## src/ast_pkg.sv

```systemverilog
/*
  Constants shared by the output sample timing engine: state codes, export
  route codes, default widths and the clock figures.
  Assumes nothing of its surroundings.
*/
package ast_pkg;

  // ---------------------------------------------------------------
  // clock
  // ---------------------------------------------------------------
  localparam int CLK_PERIOD_NS = 40;

  // ---------------------------------------------------------------
  // default sizes
  // ---------------------------------------------------------------
  localparam int CNT_W_DEF = 16;
  localparam int NTRIG_DEF = 8;
  localparam int SEL_W_DEF = 3;

  // ---------------------------------------------------------------
  // generation state, one-hot
  // ---------------------------------------------------------------
  typedef enum logic [2:0] {
    AST_IDLE  = 3'h1,
    AST_ARMED = 3'h2,
    AST_RUN   = 3'h4
  } ast_state_t;

  // ---------------------------------------------------------------
  // export route codes for the function pin and the trigger bus line
  // ---------------------------------------------------------------
  localparam logic [1:0] ROUTE_NONE  = 2'h0;
  localparam logic [1:0] ROUTE_START = 2'h1;
  localparam logic [1:0] ROUTE_PAUSE = 2'h2;
  localparam logic [1:0] ROUTE_SCLK  = 2'h3;

  // ---------------------------------------------------------------
  // reset values
  // ---------------------------------------------------------------
  localparam logic SCLK_IDLE_LEVEL = 1'h1;  // exported clock is active low
  localparam logic GATE_RESET = 1'h1;       // gate reads enabled after reset

endpackage

```

## src/ast_edge_capture.sv

```systemverilog
/*
  Capture flip-flop: takes a selected trigger level on a chosen strobe
  edge and holds it between strobes.
  Assumes the data and strobe are synchronous to clk.
*/
`timescale 1ns/10ps
`default_nettype none

module ast_edge_capture #(
  parameter logic RESET_VAL = 1'h0
) (
  input wire logic clk,
  input wire logic rst_n,
  input wire logic strobe,
  input wire logic sig,
  output logic q
);
  import ast_pkg::*;

  logic q_d;
  logic q_q;

  // ---------------------------------------------------------------
  // capture
  // ---------------------------------------------------------------
  // next value only moves on the strobe, so the level is taken there
  always_comb begin
    q_d = strobe ? sig : q_q;
  end

  always_ff @(posedge clk) begin
    if (!rst_n) begin
      q_q <= RESET_VAL;
    end else begin
      q_q <= q_d;
    end
  end

  assign q = q_q;

endmodule
`default_nettype wire

```

## src/ast_interval_counter.sv

```systemverilog
/*
  Update interval counter: counts timebase steps and emits one pulse
  every N steps.
  Assumes step is a one-cycle pulse per timebase period and n >= 1.
*/
`timescale 1ns/10ps
`default_nettype none

module ast_interval_counter #(
  parameter int CNT_W = ast_pkg::CNT_W_DEF
) (
  input wire logic clk,
  input wire logic rst_n,
  input wire logic load,
  input wire logic step,
  input wire logic [CNT_W-1:0] n,
  output logic tc
);
  import ast_pkg::*;

  logic [CNT_W-1:0] cnt_d;
  logic [CNT_W-1:0] cnt_q;
  logic tc_d;
  logic tc_q;

  // ---------------------------------------------------------------
  // down counter
  // ---------------------------------------------------------------
  // without a step the count simply holds, which is how a pause freezes it
  always_comb begin
    cnt_d = cnt_q;
    tc_d = 1'h0;
    if (load) begin
      cnt_d = n - {{(CNT_W-1){1'b0}}, 1'b1};
    end else if (step) begin
      if (cnt_q == '0) begin
        tc_d = 1'h1;
        cnt_d = n - {{(CNT_W-1){1'b0}}, 1'b1};
      end else begin
        cnt_d = cnt_q - {{(CNT_W-1){1'b0}}, 1'b1};
      end
    end
  end

  always_ff @(posedge clk) begin
    if (!rst_n) begin
      cnt_q <= '0;
      tc_q <= 1'h0;
    end else begin
      cnt_q <= cnt_d;
      tc_q <= tc_d;
    end
  end

  assign tc = tc_q;

endmodule
`default_nettype wire

```

## src/ast_top.sv

```systemverilog
/*
  Output sample timing engine: derives the timebase and its synchronising
  inverse, selects and synchronises start and pause triggers, paces the
  converter with a divided or external sample clock, and exports the
  start trigger, pause trigger and sample clock.
  Assumes all pins and configuration inputs are synchronous to clk and
  that timebase_i and ext_sclk_i toggle no faster than clk / 2.
*/
`timescale 1ns/10ps
`default_nettype none

module ast_top #(
  parameter int CNT_W = ast_pkg::CNT_W_DEF,
  parameter int NTRIG = ast_pkg::NTRIG_DEF,
  parameter int SEL_W = ast_pkg::SEL_W_DEF
) (
  input wire logic clk,
  input wire logic rst_n,
  input wire logic timebase_i,
  input wire logic ext_sclk_i,
  input wire logic use_ext_sclk,
  input wire logic rise_mode,
  input wire logic [CNT_W-1:0] interval_n,
  input wire logic [NTRIG-1:0] trig_i,
  input wire logic start_use_sw,
  input wire logic [SEL_W-1:0] start_sel,
  input wire logic sw_start,
  input wire logic pause_en,
  input wire logic [SEL_W-1:0] pause_sel,
  input wire logic arm,
  input wire logic disarm,
  input wire logic [1:0] func_pin_route,
  input wire logic [1:0] bus_route,
  output logic conv_pulse,
  output logic sample_clk_n,
  output logic running,
  output logic paused,
  output logic sync_timebase,
  output logic func_pin_o,
  output logic func_pin_oe,
  output logic trig_bus_o,
  output logic trig_bus_oe
);
  import ast_pkg::*;

  // ---------------------------------------------------------------
  // selector decode
  // ---------------------------------------------------------------
  // out-of-range selections read as low so nothing spurious fires
  function automatic logic pick(input logic [NTRIG-1:0] v,
                                input logic [SEL_W-1:0] s);
    pick = 1'h0;
    for (int i = 0; i < NTRIG; i++) begin
      if (s == SEL_W'(i)) begin
        pick = v[i];
      end
    end
  endfunction

  ast_state_t st_d, st_q;
  logic tb_q, tb_p_q, ex_q, ex_p_q, sync_q;
  logic tb_rise, tb_fall, ex_rise, sync_stb, step_stb;
  logic sel_start, sel_pause, sw_pend_d, sw_pend_q;
  logic start_cap, start_p_d, start_p_q, start_seen;
  logic gate_cap, halt, ctr_load, ctr_step, ctr_tc;
  logic conv_now, conv_d, conv_q, sclk_n_d, sclk_n_q;
  logic paused_d, paused_q;
  logic func_pin_oe_d, func_pin_oe_q, bus_oe_d, bus_oe_q;
  logic func_pin_d, bus_d;

  // ---------------------------------------------------------------
  // timebase and external clock edges
  // ---------------------------------------------------------------
  // one register stage gives the previous level for edge detection
  always_ff @(posedge clk) begin
    if (!rst_n) begin
      tb_q <= 1'h0;
      tb_p_q <= 1'h0;
      ex_q <= 1'h0;
      ex_p_q <= 1'h0;
      sync_q <= 1'h1;
    end else begin
      tb_q <= timebase_i;
      tb_p_q <= tb_q;
      ex_q <= ext_sclk_i;
      ex_p_q <= ex_q;
      sync_q <= ~timebase_i;            // same phase as ~tb_q, but a flop
    end
  end

  assign tb_rise = tb_q & ~tb_p_q;
  assign tb_fall = ~tb_q & tb_p_q;
  assign ex_rise = ex_q & ~ex_p_q;

  // ---------------------------------------------------------------
  // strobe selection per clock mode
  // ---------------------------------------------------------------
  // the synchronising timebase rises when the timebase falls; inputs are
  // taken half a period ahead of the counting edge so they are settled
  always_comb begin
    if (use_ext_sclk) begin
      sync_stb = ex_rise;
      step_stb = 1'h0;
    end else if (rise_mode) begin
      sync_stb = tb_fall;
      step_stb = tb_rise;
    end else begin
      sync_stb = tb_rise;
      step_stb = tb_fall;
    end
  end

  // ---------------------------------------------------------------
  // selected triggers
  // ---------------------------------------------------------------
  // a software start is a one-cycle pulse that could fall between
  // strobes, so it is held pending until a strobe consumes it
  always_comb begin
    sw_pend_d = sw_pend_q;
    if (sync_stb) begin
      sw_pend_d = 1'h0;
    end
    if (sw_start && start_use_sw) begin
      sw_pend_d = 1'h1;                 // set beats clear on the same cycle
    end
  end

  always_ff @(posedge clk) begin
    if (!rst_n) begin
      sw_pend_q <= 1'h0;
    end else begin
      sw_pend_q <= sw_pend_d;
    end
  end

  assign sel_start = start_use_sw ? (sw_pend_q | sw_start)
                                  : pick(trig_i, start_sel);
  assign sel_pause = pick(trig_i, pause_sel);

  // ---------------------------------------------------------------
  // trigger capture flip-flops
  // ---------------------------------------------------------------
  ast_edge_capture #(
    .RESET_VAL(1'h0)
  ) u_start_cap (
    .clk(clk),
    .rst_n(rst_n),
    .strobe(sync_stb),
    .sig(sel_start),
    .q(start_cap)
  );

  ast_edge_capture #(
    .RESET_VAL(GATE_RESET)
  ) u_pause_cap (
    .clk(clk),
    .rst_n(rst_n),
    .strobe(sync_stb),
    .sig(sel_pause),
    .q(gate_cap)
  );

  // a start is recognised on a low-to-high change of the captured level
  always_comb begin
    start_p_d = start_cap;
  end

  always_ff @(posedge clk) begin
    if (!rst_n) begin
      start_p_q <= 1'h0;
    end else begin
      start_p_q <= start_p_d;
    end
  end

  assign start_seen = start_cap & ~start_p_q;

  // ---------------------------------------------------------------
  // generation state
  // ---------------------------------------------------------------
  // disarm wins over everything so software can always stop the run
  always_comb begin
    st_d = st_q;
    case (st_q)
      AST_IDLE: begin
        if (arm && !disarm) begin
          st_d = AST_ARMED;
        end
      end
      AST_ARMED: begin
        if (disarm) begin
          st_d = AST_IDLE;
        end else if (start_seen) begin
          st_d = AST_RUN;
        end
      end
      AST_RUN: begin
        if (disarm) begin
          st_d = AST_IDLE;
        end
      end
      default: begin
        st_d = AST_IDLE;
      end
    endcase
  end

  always_ff @(posedge clk) begin
    if (!rst_n) begin
      st_q <= AST_IDLE;
    end else begin
      st_q <= st_d;
    end
  end

  // gate low while gating is on halts generation
  assign halt = pause_en & ~gate_cap;

  // ---------------------------------------------------------------
  // update interval counter
  // ---------------------------------------------------------------
  // loaded on the recognised start so the first interval is a full N
  assign ctr_load = (st_q == AST_ARMED) & start_seen;
  assign ctr_step = (st_q == AST_RUN) & ~halt & step_stb;

  ast_interval_counter #(
    .CNT_W(CNT_W)
  ) u_interval (
    .clk(clk),
    .rst_n(rst_n),
    .load(ctr_load),
    .step(ctr_step),
    .n(interval_n),
    .tc(ctr_tc)
  );

  // ---------------------------------------------------------------
  // conversion pulse and exported sample clock
  // ---------------------------------------------------------------
  // the tc pulse is already masked by run and halt through ctr_step; in
  // external mode the external edge is gated the same way
  always_comb begin
    if (use_ext_sclk) begin
      conv_now = ex_rise & (st_q == AST_RUN) & ~halt;
    end else begin
      conv_now = ctr_tc;
    end
    conv_d = conv_now;
    sclk_n_d = ~conv_now;
    paused_d = (st_q == AST_RUN) & halt;
  end

  // the low pulse lasts one clk cycle; its rising edge lands on the
  // next clk edge, in step with the timebase sampling
  always_ff @(posedge clk) begin
    if (!rst_n) begin
      conv_q <= 1'h0;
      sclk_n_q <= SCLK_IDLE_LEVEL;
      paused_q <= 1'h0;
    end else begin
      conv_q <= conv_d;
      sclk_n_q <= sclk_n_d;
      paused_q <= paused_d;
    end
  end

  // ---------------------------------------------------------------
  // export routing
  // ---------------------------------------------------------------
  // triggers leave unregistered so no sampling delay is added; the pause
  // code on the function pin is refused and the pin stays undriven
  always_comb begin
    func_pin_oe_d = (func_pin_route == ROUTE_START) |
                    (func_pin_route == ROUTE_SCLK);
    bus_oe_d = (bus_route != ROUTE_NONE);
    case (func_pin_route)
      ROUTE_START: func_pin_d = sel_start;
      ROUTE_SCLK: func_pin_d = sclk_n_q;
      default: func_pin_d = 1'h0;
    endcase
    case (bus_route)
      ROUTE_START: bus_d = sel_start;
      ROUTE_PAUSE: bus_d = sel_pause;
      ROUTE_SCLK: bus_d = sclk_n_q;
      default: bus_d = 1'h0;
    endcase
  end

  always_ff @(posedge clk) begin
    if (!rst_n) begin
      func_pin_oe_q <= 1'h0;
      bus_oe_q <= 1'h0;
    end else begin
      func_pin_oe_q <= func_pin_oe_d;
      bus_oe_q <= bus_oe_d;
    end
  end

  // ---------------------------------------------------------------
  // outputs
  // ---------------------------------------------------------------
  // all leave a flop except the trigger exports, which must add no delay
  assign sync_timebase = sync_q;
  assign conv_pulse = conv_q;
  assign sample_clk_n = sclk_n_q;
  assign running = st_q[2];
  assign paused = paused_q;
  assign func_pin_o = func_pin_d;
  assign func_pin_oe = func_pin_oe_q;
  assign trig_bus_o = bus_d;
  assign trig_bus_oe = bus_oe_q;

endmodule
`default_nettype wire

```

## config.mk

```make
export PLATFORM = sky130hd
export DESIGN_NAME = ast_top
export DESIGN_NICKNAME = d
export VERILOG_FILES = /design/src/ast_pkg.sv /design/src/ast_edge_capture.sv /design/src/ast_interval_counter.sv /design/src/ast_top.sv
export SDC_FILE = /design/constraint.sdc
export NUM_CORES = 1
export LEC_CHECK = 0
export ABC_AREA = 1
export BUFFER_PORTS_ARGS = -buffer_cell sky130_fd_sc_hd__buf_2
export CORE_MARGIN = 5
export CORE_UTILIZATION = 55
export DETAILED_ROUTE_END_ITERATION = 8
export GPL_ROUTABILITY_DRIVEN = 0
export PLACE_DENSITY_LB_ADDON = 0.25
export SETUP_SLACK_MARGIN = 0.02
export SKIP_CTS_REPAIR_TIMING = 1
export SLEW_MARGIN = 20
export SYNTH_ARGS = -nofsm -noshare
export SYNTH_HDL_FRONTEND = slang
export SYNTH_SLANG_ARGS = --single-unit
```

## constraint.sdc

```tcl
create_clock -name clk -period 1.85 [get_ports clk]
set_clock_uncertainty 0.2 [all_clocks]
set_input_delay 0.185 -clock clk [delete_from_list [all_inputs] [get_ports clk]]
set_output_delay 0.185 -clock clk [all_outputs]
set_load 0.02 [all_outputs]
```

==> summary.txt, run 1 <==
Run status
  – Outcome: finished clean

Setup path
  – Critical Path, Cell by Cell: inv_2 > ha_1 > inv_1 > nor2_1 > nand3_2 > nor2_4 > nand2_2 > nand2_8 > nand3_1 > nand2_1 > a21oi_1
  – WS Path Type: reg -> reg
  – Crit path DAT: 1.68 ns
  – Critical R2R Launch: u_interval.cnt_q[0]
  – Critical path's slowest cell: dfxtp_1
  – Crit end category: register
  – R2r setup slk: approximately 0.15 ns
  – Worst path max stage delay: just over 0.3 ns
  – Startpoint Class: register
  – Worst EP required: between 1.5 and 2 ns
  – R2R depth: 11
  – Worst Path Max Fanout: 16
  – Worst r2r dst: u_interval.cnt_q[13]

Floorplanning
  – Initial core utilization: between 50% and 60%
  – Core area: ~4400 um2
  – Rows: 24
  – Die span in y: slightly below 80 um
  – Die area: between 5000 and 6000 um2
  – Die width: 76.9 um
  – Io pins: 54

Detailed routing
  – DR iter-0 viols: approximately 120
  – WL/cell: between 10 and 15 um
  – # DRC: 0
  – Antenna Violating Nets Remaining: 0
  – Vias/cell: slightly above 5
  – Drt total wl: around 5800 um
  – Iteration count of the initial detailed-routing pass: 4
  – Vias post-DR: ~2,600

GRT
  – Initial antenna violation count: 0
  – GRT Max-Usage Layer: met2
  – Global-route wire length before repair: just under 10,000 um
  – GRT met1 Usage: 23.6%
  – Total GRT Usage: between 10% and 20%
  – Vias in the first global route: roughly 2,400
  – M2 GR Usage: 33.4%
  – Largest net degree at the start of global routing: 31
  – Total grt overflow: 0
  – Met3 GRT Util: 4.33%

Clock tree
  – Root Buffer: clkbuf_8
  – TritonCTS Buffers: 5
  – Clock Tree Buf Depth: 2
  – TritonCTS clock tree: yes
  – Worst-path clk slew: about 0.07 ns
  – Total clock sinks: 34
  – Clk_lat worst skew: 0.29 ns
  – H-tree Lvls: 2

Placed design
  – Number of port buffers: 53
  – DP HPWL: approximately 4400 um

Finish
  – Area grow syn2layout: 20.6%
  – Nets@finish: a little over 500
  – Proportion of layout cells with a drive suffix above 1: roughly a fifth
  – Reg area: roughly 680 um2
  – # diodes: 0
  – Fillers: 394
  – Area of the multi-input gates: around 1500 um2
  – Post-layout util: approximately two thirds

Logic synthesis
  – Synth warn: 0
  – Syn nets: 445
  – Sequential share of the synthesized area: ~28%
  – Mapped Avg Cell Area: 6.19 um2
  – Synth unique cells: 33
  – Cell Area, Synth: 2460 um2
  – Yosys top cell by area: dfxtp_1
  – Asr flop ratio synth: 0%
  – Register bit total from synthesis: 34
  – Yosys top cell area share: between 20% and 30%
  – EDFF count, synth: 0
  – Mapped Cells: between 300 and 400
  – Top post-synthesis cells by area: dfxtp_1, nand2_1, inv_1
  – Post-synth top flop: dfxtp_1

STA
  – Final Setup Violations: 0
  – Rel. slew slack: roughly 78%
  – Period utilisation layout: about nine tenths
  – Fin. Hold Viols: 0
  – Unrepaired setup endpoints after global routing: false
  – Final slew viol count: 0
  – Worst slew pin tran: approximately 0.33 ns
  – Final setup TNS: 0 ns
  – Maximum clock rate: between 0.5 and 0.6 GHz
  – Fin crit period: 1.70 ns

Power and ir drop
  – VDD IR max: between 0.3 and 0.4 mV
  – Lkg Pwr: approximately 1.6 nW
  – Pwr dens: 837 nW/um2

Min path
  – Hold path cells: 4
  – Hold Path Sink: u_interval.cnt_q[6]
  – Hold Crit Class: in -> reg
  – Worst hold path startpoint: interval_n[6]

Run
  – Max-capacitance violation count: 0
==> worst max-delay path, delay by kind of cell (launching register included) <==
family          cells  cell delay [ns]
buf+inv             2             0.13
flops               1             0.31
simple gates        7             0.75
fa+ha+maj           1             0.15
compound gates      1             0.06
==> synth_stat cells, types with 3 or more instances <==
cell type / number
a21oi_1: 15
buf_6: 4
clkbuf_1: 3
dfxtp_1: 34
ha_1: 3
inv_1: 56
inv_2: 7
nand2_1: 104
nand2_2: 4
nand3_1: 33
nand3b_1: 8
nand4_1: 5
nor2_1: 44
nor2_2: 5
nor2_4: 6
o21ai_0: 27
o21ai_1: 5
xnor2_1: 7
xor2_1: 7
==> layout make-up <==
| cell class | instances | share of cell area [%] |
|---|---|---|
| Clock buffer | 7 | 2.91 |
| Clock inverter | 1 | 0.169 |
| Inverter | 65 | 8.23 |
| Multi-Input combinational cell | 290 | 50.1 |
| Sequential cell | 34 | 23.0 |
| Tap cell | 52 | 2.20 |
| Timing Repair Buffer | 66 | 13.5 |
==> stage by stage <==
step	hold WS, ns	instance area (um2)	power [mW]	setup WS (ns)	cells
6_report	0.0381	2960	2.48	0.149	515
4_1_cts	-0.129	2870	2.45	0.0552	507
3_5_place_dp	0.178	2780	1.88	0.0776	499
5_1_grt	0.0620	2960	2.68	0.0173	515
2_1_floorplan	0.0745	2460	1.64	0.217	397
3_3_place_gp	0.171	2780	1.85	0.155	499
==> report_power, final <==
group          internal (mW)  total [mW]  leakage (nW)  switching (mW)
Combinational          0.422        1.07          1.31           0.653
Clock                  0.300       0.565        0.0482           0.265
Sequential             0.794       0.842         0.277          0.0479
==> placed cells by master (no fill, tap or decap), drive strengths merged <==
cell and n:
nand2 109, inv 63, buf 58, nor2 55
nand3 35, dfxtp 34, o21ai 33, a21oi 18
nand3b 8, dlygate4sd3 8, xnor2 7, xor2 7
clkbuf 7, nand4 5, ha 3, clkinv 3
nor3 2, nor4 2, o211ai 2, o2111ai 1
a22oi 1, o21bai 1, and2 1
==> worst max path at each step <==
stage | slack [ns] | from | endpoint
4_1_cts | 0.06 | u_interval.cnt_q[1] | u_interval.cnt_q[13]
6_report | 0.15 | u_interval.cnt_q[0] | u_interval.cnt_q[13]
3_5_place_dp | 0.08 | u_interval.cnt_q[1] | u_interval.cnt_q[13]
3_3_place_gp | 0.16 | interval_n[0] | u_interval.cnt_q[10]
2_1_floorplan | 0.22 | u_interval.cnt_q[1] | u_interval.cnt_q[3]
5_1_grt | 0.02 | u_interval.cnt_q[0] | u_interval.cnt_q[11]
==> kinds of logic after synthesis <==
| group | Yosys count | synth area share (%) |
|---|---|---|
| AND/OR/NAND/NOR | 217 | 40.5 |
| AO/OA/AOI/OAI | 56 | 12.9 |
| adder cells (fa/ha/maj) | 3 | 1.53 |
| flip-flops | 34 | 27.7 |
| buffers and inverters | 73 | 12.4 |
| XOR/XNOR | 14 | 4.99 |
==> sequential cells by signal, indices dropped and copies added (netlist names) <==
name / flops
ex_p_q: 1
u_pause_cap.q: 1
u_interval.cnt_q: 16
sample_clk_n: 1
tb_p_q: 1
tb_q: 1
u_interval.tc: 1
sw_pend_q: 1
u_start_cap.q: 1
sync_timebase: 1
trig_bus_oe: 1
paused: 1
func_pin_oe: 1
start_p_q: 1
ex_q: 1
conv_pulse: 1
st_q: 3
==> per-layer routing <==
layer,share of wire [%],vias up
li1,-,1382
met1,46,1156
met2,47,60
met3,5.2,8
met4,1.5,0
met5,0,-
Note: power is estimated with default switching activity, not from simulation.
==> run 2: changes to the inputs <==
--- a/config.mk
+++ b/config.mk
@@ -12,6 +12,7 @@
 export DETAILED_ROUTE_END_ITERATION = 8
 export GPL_ROUTABILITY_DRIVEN = 0
 export PLACE_DENSITY_LB_ADDON = 0.25
+export RECOVER_POWER = 50
 export SETUP_SLACK_MARGIN = 0.02
 export SKIP_CTS_REPAIR_TIMING = 1
 export SLEW_MARGIN = 20
==> constraint.sdc (replaced) <==
create_clock -name clk -period 1.83 [get_ports clk]
set_clock_uncertainty 0.2 [all_clocks]
set_input_delay 0.183 -clock clk [delete_from_list [all_inputs] [get_ports clk]]
set_output_delay 0.183 -clock clk [all_outputs]
set_load 0.02 [all_outputs]
==> summary.txt, run 2 (synthesis gave the netlist of run 1 again) <==
Setup path
  – Critical path's slowest cell: dfxtp_2 (was dfxtp_1)
  – Critical R2R Launch: u_interval.cnt_q[1] (was u_interval.cnt_q[0])
  – CP Buf/Inv Count: 3 (was 2)
  – Worst EP required: 1.81 ns (was 1.83 ns)
  – Crit end category: register (unchanged)
  – Critical Path, Cell by Cell: inv_4 > ha_4 > inv_2 > nor2_2 > nand3_2 > nor2_4 > nand2_4 > nand2_8 > buf_8 > nand3_2 > nand2_1 > a21oi_2 (was inv_2 > ha_1 > inv_1 > nor2_1 > nand3_2 > nor2_4 > nand2_2 > nand2_8 > nand3_1 > nand2_1 > a21oi_1)
  – Critical path startpoint: u_interval.cnt_q[1] (was u_interval.cnt_q[0])
  – Crit path DAT: 1.81 ns (was 1.68 ns)
  – WS Path Type: reg -> reg (unchanged)
  – Worst Path Max Fanout: 8 (was 16)
  – Cell family with most CP delay: simple AND/OR/NAND/NOR gates (unchanged)
  – Most common cell on crit path: nand3_2
  – WP depth: 12 (was 11)
  – Worst path max stage delay: 0.34 ns (was 0.31 ns)
  – Startpoint Class: register (unchanged)
  – R2R depth: 12 (was 11)

Placed design
  – Number of port buffers: 53 (unchanged)
  – Pre-CTS setup slack: 0.0897 ns (was 0.0776 ns)
  – DP HPWL: 4330 um (was 4440 um)
  – Dpl cells: 498 (was 499)
  – Placed cell area: 2780 um2 (about the same)

Finish
  – Most common cell after layout, fill and taps aside: nand2_1 (unchanged)
  – Largest register FFs: 16 (unchanged)
  – Proportion of layout cells with a drive suffix above 1: 20.6% (was 20.7%)
  – Registers with the most flip-flops: u_interval.cnt_q: 16 flops, st_q: 3 flops (unchanged)
  – Area grow syn2layout: 23.6% (was 20.6%)
  – Nets@finish: 514 (was 510)
  – Post-layout util: 69.8% (was 68.1%)
  – Top reg by flops: u_interval.cnt_q (unchanged)
  – # diodes: 0 (unchanged)
  – Post-route non-filler standard cell count: 519 (was 515)
  – Highest-count cells in the layout ignoring fill and taps: nand2_1, inv_1, buf_2 (unchanged)
  – Design area: 3040 um2 (was 2960 um2)

STA
  – Worst slew pin tran: 0.452 ns (was 0.332 ns)
  – Final worst setup slack: -0.00279 ns (was 0.149 ns)
  – Rel. slew slack: 69.9% (was 77.7%)
  – Maximum clock rate: 0.546 GHz (was 0.588 GHz)
  – Final Setup Violations: 1 (was 0)
  – Final slew viol count: 0 (unchanged)
  – Final setup TNS: -0.00279 ns (was 0 ns)
  – Unrepaired setup endpoints after global routing: true (was false)
  – Fin crit period: 1.83 ns (was 1.70 ns)
  – Hold Slack: 0.0445 ns (was 0.0381 ns)
  – Period utilisation layout: 100% (was 92.0%)
  – Fin. Hold Viols: 0 (unchanged)

Clock tree
  – TritonCTS clock tree: yes (unchanged)
  – Root Buffer: clkbuf_8 (unchanged)
  – Worst-path clk slew: 0.07 ns (about the same)
  – H-tree Lvls: 2 (unchanged)
  – Clk_lat worst skew: 0.28 ns (was 0.29 ns)
  – Total clock sinks: 34 (unchanged)
  – TritonCTS Buffers: 5 (unchanged)
  – Clock Tree Buf Depth: 2 (unchanged)

Run
  – Max-capacitance violation count: 0 (unchanged)

Min path
  – Hold path cells: 4 (unchanged)
  – Hold Crit Class: in -> reg (unchanged)
  – Worst hold path startpoint: interval_n[6] (unchanged)

GRT
  – Total GRT Usage: 19.0% (was 19.5%)
  – Total grt overflow: 0 (unchanged)
  – Vias in the first global route: 2,309 (was 2,380)
  – Initial antenna violation count: 0 (unchanged)
  – Global-route wire length before repair: 9490 um (was 9850 um)
  – Largest net degree at the start of global routing: 31 (unchanged)

Power and ir drop
  – VDD IR max: 0.449 mV (was 0.353 mV)
  – P_int: 1.61 mW (was 1.52 mW)
  – Clock share of power: 20.6% (was 22.8%)
  – Combinational share of power: 47.3% (was 43.3%)
  – Pwr dens: 871 nW/um2 (was 837 nW/um2)
  – Reg power frac: 32.1% (was 33.9%)
  – Lkg Pwr: 1.64 nW (was 1.63 nW)
  – Sw power: 1.03 mW (was 0.966 mW)
  – Switching share of total power: 39.0% (was 38.9%)
  – Total power: 2.64 mW (was 2.48 mW)

Detailed routing
  – WL/cell: 11.7 um (was 11.2 um)
  – Drt total wl: 6070 um (was 5760 um)
  – Met3 WL: 279 um (was 299 um)
  – # DRC: 0 (unchanged)
  – Antenna Violating Nets Remaining: 0 (unchanged)
  – Vias post-DR: 2,564 (was 2,606)
  – Wire length on met2: 3080 um (was 2730 um)
  – DR iter-0 viols: 82 (was 123)
  – Vias/cell: 4.94 (was 5.06)
  – Wl on met1: 2650 um (unchanged)
  – Highest metal used: met4 (unchanged)
  – Iteration count of the initial detailed-routing pass: 4 (unchanged)

Floorplanning
  – Initial core utilization: 56.5% (unchanged)
  – Die width: 76.9 um (unchanged)
  – Core area: 4350 um2 (unchanged)
  – Die area: 5910 um2 (unchanged)
  – Rows: 24 (unchanged)
  – Die span in y: 76.9 um (unchanged)
  – Io pins: 54 (unchanged)

Run status
  – Outcome: finished with violations (was finished clean)
  – Failing checks: setup timing
## run 2: cell count changes in the layout (fill, tap and decap cells not counted), sizes merged
cell    before  now
clkbuf       7   14
buf         58   54
clkinv       3    5
inv         63   62
## run 2: power groups by stage
| stage | combinational, mW | clock, mW | sequential [mW] |
|---|---|---|---|
| after floorplan | 0.784 | 0 | 0.872 |
| after global placement | 1.03 | 0 | 0.861 |
| after detailed placement | 1.05 | 0 | 0.864 |
| after CTS | 1.06 | 0.554 | 0.847 |
| after global routing | 1.40 | 0.582 | 0.855 |
| final | 1.25 | 0.544 | 0.848 |
## run 2: final timing paths
kind	slack, ns	to
worst max register to register	-0.003	u_interval.cnt_q[14]
worst min register to register	0.23	tb_p_q
worst max-delay path	-0.003	u_interval.cnt_q[14]
worst min-delay path	0.04	u_interval.cnt_q[6]
## run 2: final cells by class
cell class,instances,area (um2)
clock inverter,2,13.8
clock buffer,6,72.6
timing repair buffer,70,448
inverter,65,246
fill,385,1320
sequential,34,682
multi-input combinational,290,1510
tap,52,65.1
## run 2: routing by layer
metal  GRT usage (%)  vias up
met3            3.28        8
met5               0        -
met2            33.3       52
li1                -     1384
met1            22.3     1120
met4            8.39        0
## run 2: tightest hold or removal path: stages
cell	delay, ns
buf_2	0.11
xnor2_1	0.08
nand2_2	0.07
a21oi_2	0.05
